==> src/logic/an_regs_pkg.sv <==
// constants for the autonegotiation ability register bank
package an_regs_pkg;
  localparam logic [15:0] ADDR_LOCAL_MID = 16'h0203;
  localparam logic [15:0] ADDR_LOCAL_HIGH = 16'h0204;
  localparam logic [15:0] ADDR_PARTNER_LOW = 16'h0205;
  localparam logic [15:0] ADDR_PARTNER_MID = 16'h0206;
  localparam logic [15:0] ADDR_PARTNER_HIGH = 16'h0207;
  localparam logic [4:0] MMD_AUTONEG = 5'h07;
  localparam logic [15:0] RST_LOCAL_MID = 16'h4000;
  localparam logic [15:0] RST_LOCAL_HIGH = 16'h0000;
  localparam logic [15:0] RST_PARTNER_LOW = 16'h0000;
  localparam logic [1:0] STRAP_SETTLE = 2'h2;
  localparam int BIT_LONG_REACH = 14;
  localparam int BIT_ROLE = 4;
  localparam int BIT_HS_CAPABLE = 13;
  localparam int BIT_HS_REQUEST = 12;
  localparam int BIT_ROLE_FORCED = 12;
  localparam int NONCE_ROLE_BIT = 4;
  localparam logic [15:0] MASK_LOCAL_MID = 16'h4010;
  localparam logic [15:0] MASK_LOCAL_HIGH = 16'h3000;
  localparam logic [15:0] MASK_PARTNER_LOW = 16'hEC1F;
  localparam logic [4:0] SELECTOR_STD = 5'h01;
endpackage

==> src/logic/snap_if.sv <==
// carrier for the partner word snapshot between bank and snapshot store
`timescale 1ns/1ps
`default_nettype none
interface snap_if;
  logic capture;
  logic [15:0] live_mid;
  logic [15:0] live_high;
  logic [15:0] held_mid;
  logic [15:0] held_high;
  modport bank(output capture, live_mid, live_high,
               input held_mid, held_high);
  modport store(input capture, live_mid, live_high,
                output held_mid, held_high);
endinterface
`default_nettype wire

==> src/logic/an_ability_regs.sv <==
// autonegotiation local advertisement and partner ability register bank
//
// Behaviour
// RULE1 - middle advert word at 0x0203, resets 0x4000
// RULE2 - bit 14 long reach, writable, resets one
// RULE3 - bit 4 role, writable, strap reset
// RULE4 - role forcing bit makes role forced
// RULE5 - role sent as nonce bit four
// RULE6 - high word bit 13 high-swing capable
// RULE7 - high word bit 12 high-swing request
// RULE8 - either not capable gives low level
// RULE9 - both capable, any request gives high
// RULE10 - low-word read snapshots middle, high words
// RULE11 - partner low bit 15 next page
// RULE12 - partner low bit 14 acknowledge
// RULE13 - partner low bit 13 remote fault
// RULE14 - partner low bits 11:10 pause ability
// RULE15 - partner low bits 4:0 selector
// RULE16 - forcing bit zero prefers, one forces
// RULE17 - middle, high reads return snapshot
// RULE18 - straps sampled at reset, kept until written
// RULE19 - reserved bits read zero, writes ignored
`timescale 1ns/1ps
`default_nettype none
module an_ability_regs
  import an_regs_pkg::*;
(
  input wire logic I_MCLK,
  input wire logic I_RESETN,
  input wire logic [4:0] I_MMD,
  input wire logic [15:0] I_ADDR,
  input wire logic [15:0] I_WDATA,
  input wire logic I_WR,
  input wire logic I_RD,
  output logic [15:0] O_RDATA,
  input wire logic I_STRAP_ROLE,
  input wire logic I_STRAP_HS_CAPABLE,
  input wire logic I_STRAP_HS_REQUEST,
  input wire logic I_ROLE_FORCED,
  input wire logic I_RX_VALID,
  input wire logic [15:0] I_RX_LOW,
  input wire logic [15:0] I_RX_MID,
  input wire logic [15:0] I_RX_HIGH,
  output logic O_TX_NONCE_ROLE,
  output logic O_ROLE_FORCED,
  output logic O_LONG_REACH,
  output logic O_HS_CAPABLE,
  output logic O_HS_REQUEST,
  output logic O_HIGH_LEVEL
);
  // strap pins come from the board: two flops before use
  typedef struct packed {
    logic [2:0] strap_s1;
    logic [2:0] strap_s2;
    logic strap_taken;
    logic [1:0] strap_age;
    logic [15:0] local_mid;
    logic [15:0] local_high;
    logic [15:0] partner_low;
    logic [15:0] partner_mid;
    logic [15:0] partner_high;
    logic [15:0] rdata;
    logic tx_role;
    logic role_forced;
    logic long_reach;
    logic hs_capable;
    logic hs_request;
    logic high_level;
  } bank_state_t;
  bank_state_t st_ff, nxt_st;

  snap_if sn();

  function automatic logic hit(input logic [15:0] addr);
    hit = (I_MMD == MMD_AUTONEG) && (I_ADDR == addr);
  endfunction

  // transmit level resolution shared by both ends of the link
  function automatic logic resolve_high(input logic [15:0] loc,
                                        input logic [15:0] par);
    logic both_cap;
    logic any_req;
    both_cap = loc[BIT_HS_CAPABLE] && par[BIT_HS_CAPABLE];
    any_req = loc[BIT_HS_REQUEST] || par[BIT_HS_REQUEST];
    resolve_high = both_cap && any_req;
  endfunction

  assign sn.capture = I_RD && hit(ADDR_PARTNER_LOW);
  assign sn.live_mid = st_ff.partner_mid;
  assign sn.live_high = st_ff.partner_high;

  partner_snapshot u_snap (
    .i_clk(I_MCLK),
    .i_rst_n(I_RESETN),
    .sn(sn)
  );

  always_comb begin
    nxt_st = st_ff;
    nxt_st.strap_s1 = {I_STRAP_ROLE, I_STRAP_HS_CAPABLE, I_STRAP_HS_REQUEST};
    nxt_st.strap_s2 = st_ff.strap_s1;
    nxt_st.rdata = 16'h0000;
    // RULE18 load straps once both sync stages hold them
    // loading earlier would take the reset zeros of the second stage
    if (!st_ff.strap_taken) begin
      if (st_ff.strap_age == STRAP_SETTLE) begin
        nxt_st.strap_taken = 1'b1;
        nxt_st.local_mid[BIT_ROLE] = st_ff.strap_s2[2];
        nxt_st.local_high[BIT_HS_CAPABLE] = st_ff.strap_s2[1];
        nxt_st.local_high[BIT_HS_REQUEST] = st_ff.strap_s2[0];
      end else begin
        nxt_st.strap_age = st_ff.strap_age + 2'h1;
      end
    end
    if (I_RX_VALID) begin
      // RULE11 RULE12 RULE13 RULE14 RULE15 partner fields
      nxt_st.partner_low = I_RX_LOW & MASK_PARTNER_LOW;
      nxt_st.partner_mid = I_RX_MID;
      nxt_st.partner_high = I_RX_HIGH;
    end
    if (I_WR) begin
      // RULE2 RULE3 RULE19 writable bits only
      if (hit(ADDR_LOCAL_MID)) begin
        nxt_st.local_mid = I_WDATA & MASK_LOCAL_MID;
      end
      // RULE6 RULE7 high-swing bits
      if (hit(ADDR_LOCAL_HIGH)) begin
        nxt_st.local_high = I_WDATA & MASK_LOCAL_HIGH;
      end
    end
    if (I_RD) begin
      // RULE17 partner middle and high words read from snapshot
      if (hit(ADDR_LOCAL_MID)) begin
        nxt_st.rdata = st_ff.local_mid;
      end else if (hit(ADDR_LOCAL_HIGH)) begin
        nxt_st.rdata = st_ff.local_high;
      end else if (hit(ADDR_PARTNER_LOW)) begin
        nxt_st.rdata = st_ff.partner_low;
      end else if (hit(ADDR_PARTNER_MID)) begin
        nxt_st.rdata = sn.held_mid;
      end else if (hit(ADDR_PARTNER_HIGH)) begin
        nxt_st.rdata = sn.held_high;
      end
    end
    // RULE5 role onto nonce bit
    nxt_st.tx_role = st_ff.local_mid[BIT_ROLE];
    // RULE4 RULE16 forcing bit qualifies role
    nxt_st.role_forced = I_ROLE_FORCED;
    nxt_st.long_reach = st_ff.local_mid[BIT_LONG_REACH];
    nxt_st.hs_capable = st_ff.local_high[BIT_HS_CAPABLE];
    nxt_st.hs_request = st_ff.local_high[BIT_HS_REQUEST];
    // RULE8 RULE9 level resolution
    nxt_st.high_level = resolve_high(st_ff.local_high, st_ff.partner_high);
  end

  always_ff @(posedge I_MCLK or negedge I_RESETN) begin
    if (!I_RESETN) begin
      st_ff <= '0;
      // RULE1 reset value of middle word
      st_ff.local_mid <= RST_LOCAL_MID;
      st_ff.local_high <= RST_LOCAL_HIGH;
      st_ff.partner_low <= RST_PARTNER_LOW;
    end else begin
      st_ff <= nxt_st;
    end
  end

  assign O_RDATA = st_ff.rdata;
  assign O_TX_NONCE_ROLE = st_ff.tx_role;
  assign O_ROLE_FORCED = st_ff.role_forced;
  assign O_LONG_REACH = st_ff.long_reach;
  assign O_HS_CAPABLE = st_ff.hs_capable;
  assign O_HS_REQUEST = st_ff.hs_request;
  assign O_HIGH_LEVEL = st_ff.high_level;
endmodule
`default_nettype wire

==> src/logic/partner_snapshot.sv <==
// snapshot store for partner middle and high ability words
`timescale 1ns/1ps
`default_nettype none
module partner_snapshot
  import an_regs_pkg::*;
(
  input wire logic i_clk,
  input wire logic i_rst_n,
  snap_if.store sn
);
  typedef struct packed {
    logic [15:0] mid;
    logic [15:0] high;
  } snap_state_t;
  snap_state_t st_ff, nxt_st;

  always_comb begin
    nxt_st = st_ff;
    // RULE10 capture on low read
    if (sn.capture) begin
      nxt_st.mid = sn.live_mid;
      nxt_st.high = sn.live_high;
    end
  end

  always_ff @(posedge i_clk or negedge i_rst_n) begin
    if (!i_rst_n) begin
      st_ff <= '0;
    end else begin
      st_ff <= nxt_st;
    end
  end

  assign sn.held_mid = st_ff.mid;
  assign sn.held_high = st_ff.high;
endmodule
`default_nettype wire

==> config.mk <==
export PLATFORM = sky130hd
export DESIGN_NAME = an_ability_regs
export DESIGN_NICKNAME = d
export VERILOG_FILES = /design/src/logic/an_regs_pkg.sv /design/src/logic/snap_if.sv /design/src/logic/an_ability_regs.sv /design/src/logic/partner_snapshot.sv
export SDC_FILE = /design/constraint.sdc
export NUM_CORES = 1
export LEC_CHECK = 0
export BUFFER_PORTS_ARGS = -buffer_cell sky130_fd_sc_hd__buf_4
export CELL_PAD_IN_SITES_DETAIL_PLACEMENT = 1
export CELL_PAD_IN_SITES_GLOBAL_PLACEMENT = 1
export CORE_AREA = 10 10 115 117
export DETAILED_ROUTE_END_ITERATION = 16
export DIE_AREA = 0 0 125 127
export PLACE_DENSITY_LB_ADDON = 0.2
export SYNTH_ARGS = -nofsm -noshare
export SYNTH_HDL_FRONTEND = slang
export SYNTH_SLANG_ARGS = --single-unit
==> constraint.sdc <==
create_clock -name I_MCLK -period 1.7 [get_ports I_MCLK]
set_input_delay 0.51 -clock I_MCLK [delete_from_list [all_inputs] [get_ports I_MCLK]]
set_output_delay 0.51 -clock I_MCLK [all_outputs]
set_load 0.02 [all_outputs]
==> impl_metrics.env <==
export IMPL_synth_xor_area_share_pct=0.194
export IMPL_ys_seq_elements=109
export IMPL_initial_core_util_pct=40.6
export IMPL_cp_max_fo=32
export IMPL_rsz0062_at_grt="yes"
export IMPL_ys_async_sr_fraction_pct=100
export IMPL_cts_sinks=109
export IMPL_synthSimpleGateAreaFrac_pct=6.78
export IMPL_met2_length_um=5210
export IMPL_grt_pass1_wl_um=17000
export IMPL_port_buffer_count=97
export IMPL_synthTopCellsByArea="dfrtp_1 60%, mux2_2 11%, mux2_4 10%, buf_4 2.7%, o21ai_0 1.7%"
export IMPL_yosysTopAreaCell="dfrtp_1"
export IMPL_num_rows=39
export IMPL_fp_dieH_um=127
export IMPL_netlist_area_um2=4520
export IMPL_highest_signal_layer="met4"
export IMPL_worstMarginPinSlew_ns=0.469
export IMPL_area_delta_synth_final_pct=29.6
export IMPL_dpl_hpwl_um=7580
export IMPL_cp_start_kind="input port"
export IMPL_arrival_ns=2.17
export IMPL_crit_path_end_kind="flop"
export IMPL_cts_root_buffer="clkbuf_16"
export IMPL_nNetsFinal=504
export IMPL_required_ns=1.92
export IMPL_setup_viol=50
export IMPL_clkTransAtPathRegs_ns=0.07
export IMPL_fin_skew_ns=0.00627
export IMPL_synth_edff_count=0
export IMPL_post_route_drc_count=0
export IMPL_violations="setup timing"
export IMPL_fin_crit_sh_pct=115
export IMPL_hold_viol_final=0
export IMPL_cts_hold_buf=0
export IMPL_synth_cells=313
export IMPL_synth_top_area_share_pct=59.8
export IMPL_drt_pass1_iterations=4
export IMPL_clk_latency_ns=0.35
export IMPL_vias_per_cell=4.89
export IMPL_ys_flop_type="dfrtp_1"
export IMPL_die_area_um2=15900
export IMPL_yosys_warnings=0
export IMPL_ant_nets=0
export IMPL_fmax_ghz=0.513
export IMPL_synth_mux_area_share_pct=23.2
export IMPL_cts_setup_buffers=0
export IMPL_gr_total_overflow=0
export IMPL_slew_headroom_pct=68.7
export IMPL_wire_per_inst_um=18.5
export IMPL_p_leak_nw=2.86
export IMPL_max_cap_violations=0
export IMPL_cts_buffers=9
export IMPL_synthAdderAreaFrac_pct=0.277
export IMPL_synth_top_family_by_area="multiplexers"
export IMPL_grt_pass1_vias=3157
export IMPL_via_count=2725
export IMPL_fin_area_um2=5860
export IMPL_path_class="input port to flop"
export IMPL_grtUsageTotal_pct=13.3
export IMPL_max_vdd_ir_drop_mv=0.465
export IMPL_rrSetupSlack_ns=0.04
export IMPL_synth_avg_cell_area_um2=14.4
export IMPL_maxSlewViolCount=0
export IMPL_grt_max_degree=33
export IMPL_gp_congestion=0.795
export IMPL_wl_met1_um=4480
export IMPL_period_needed_ns=1.95
export IMPL_drt_initial_drc_count=125
export IMPL_stdcell_count=557
export IMPL_boundaryPins=116
export IMPL_die_x_um=125
export IMPL_antenna_found_initial=0
export IMPL_setup_ws_ns=-0.248
export IMPL_synth_compound_area_share_pct=3.90
export IMPL_status="finished with violations"
export IMPL_r2r_cells=5
export IMPL_synth_most_common_cell="dfrtp_1"
export IMPL_wl_um=10300
export IMPL_wl_met3_um=458
export IMPL_synth_top_cells_by_count="108 x dfrtp_1, 46 x mux2_2, 30 x mux2_4"
export IMPL_synth_seq_area_share_pct=60.3
export IMPL_rr_endpoint="nxt_st[2]"
export IMPL_drive_above_1_share_pct=55.6
export IMPL_cts_buffer_depth=2
export IMPL_diodes=0
export IMPL_dpl_cell_area_um2=5480
export IMPL_nFillCells=1127
export IMPL_tritoncts="done"
export IMPL_reg2reg_from="st_ff[102]"
export IMPL_hold_path_class="input port to async pin"
export IMPL_syn_nets=408
export IMPL_place_inst=541
export IMPL_cts_max_level=3
export IMPL_ys_types=36
export IMPL_powerDensity_nw_per_um2=893
export IMPL_core_area_um2=11100
-- power by group --
| group | internal [mW] | total (mW) | switching [mW] |
|---|---|---|---|
| registers | 2.71 | 2.76 | 0.0571 |
| logic | 0.276 | 0.475 | 0.200 |
| clock network | 1.01 | 2.00 | 0.981 |
-- flip-flops by register name, indices dropped and copies added, names as in the netlist --
| signal | cells |
|---|---|
| O_RDATA | 16 |
| sn.live_high | 16 |
| sn.live_mid | 16 |
| st_ff | 16 |
| u_snap.sn.held_high | 16 |
| u_snap.sn.held_mid | 16 |
| nxt_st | 7 |
| O_HIGH_LEVEL | 1 |
| O_HS_CAPABLE | 1 |
| O_HS_REQUEST | 1 |
| O_LONG_REACH | 1 |
| O_ROLE_FORCED | 1 |
| O_TX_NONCE_ROLE | 1 |
-- critical path: stages --
cell	delay [ns]
buf_6	0.09
or4_4	0.54
nor4b_4	0.31
nand4_4	0.15
buf_12	0.22
mux2_4	0.33
-- stage by stage --
stage	setup slack (ns)	power (mW)	hold WS (ns)	util [%]	TNS [ns]
2_1_floorplan	-0.459	2.99	0.214	-	-19.15
4_1_cts	-0.247	5.31	0.0919	52.4	-9.68
3_3_place_gp	-0.606	3.28	0.335	49.3	-28.24
3_5_place_dp	-0.630	3.30	0.346	49.3	-30.07
5_1_grt	-0.287	5.48	0.102	52.7	-12.02
6_report	-0.248	5.23	0.0892	52.7	-9.84
-- cell families (layout without fill, tap and decap cells) --
family | Yosys count | after routing
AO/OA/AOI/OAI | 28 | 28
XOR/XNOR | 1 | 1
adder cells (fa/ha/maj) | 1 | 1
buffers and inverters | 41 | 142
flip-flops | 109 | 109
multiplexers | 83 | 83
AND/OR/NAND/NOR | 50 | 50
-- metal layers --
layer	GRT usage, %	vias up
met5	0	-
met4	4.07	0
met3	3.60	8
met2	22.6	66
met1	16.3	1383
li1	-	1268
-- placed cells by master (no fill, tap or decap), drive strengths merged, types with 2 or more instances in the layout --
| cell | synthesis | layout |
|---|---|---|
| nand4 | 3 | 3 |
| mux2 | 76 | 76 |
| o21ai | 15 | 15 |
| a22oi | 9 | 9 |
| nand3 | 8 | 8 |
| clkbuf | 9 | 9 |
| buf | 24 | 118 |
| inv | 8 | 10 |
| dfrtp | 108 | 108 |
| clkinvlp | 0 | 3 |
| nor3b | 5 | 5 |
| nor2 | 11 | 11 |
| mux2i | 6 | 6 |
| clkinv | 0 | 2 |
| nor2b | 4 | 4 |
| a22o | 2 | 2 |
| nor4b | 2 | 2 |
| nand2 | 9 | 9 |
-- layout make-up --
type                       instances  area, um2  share of cell area (%)
clock inverter                     7       60.1                    1.02
clock buffer                       9        225                    3.84
tap                              143        179                    3.05
multi-input combinational        163       1650                    28.1
sequential                       109       2730                    46.6
timing repair buffer             118        992                    16.9
inverter                           8       30.0                   0.512
-- worst max path at each step --
stage / slack (ns) / to / from / cells past startpoint
6_report: -0.25 / u_snap.sn.held_high[11] / I_ADDR[4] / 6
5_1_grt: -0.29 / u_snap.sn.held_high[11] / I_ADDR[4] / 6
4_1_cts: -0.25 / u_snap.sn.held_high[11] / I_ADDR[4] / 6
3_5_place_dp: -0.63 / nxt_st[1] / I_ADDR[4] / 6
3_3_place_gp: -0.61 / nxt_st[1] / I_ADDR[4] / 6
2_1_floorplan: -0.46 / u_snap.sn.held_high[0] / I_ADDR[4] / 5
-- what timing repair did --
item,CTS,global route
resized for setup,18,6
pin swaps,0,1
endpoints found under the setup margin,50,50
No activity file was read; power rests on OpenSTA's default activity.
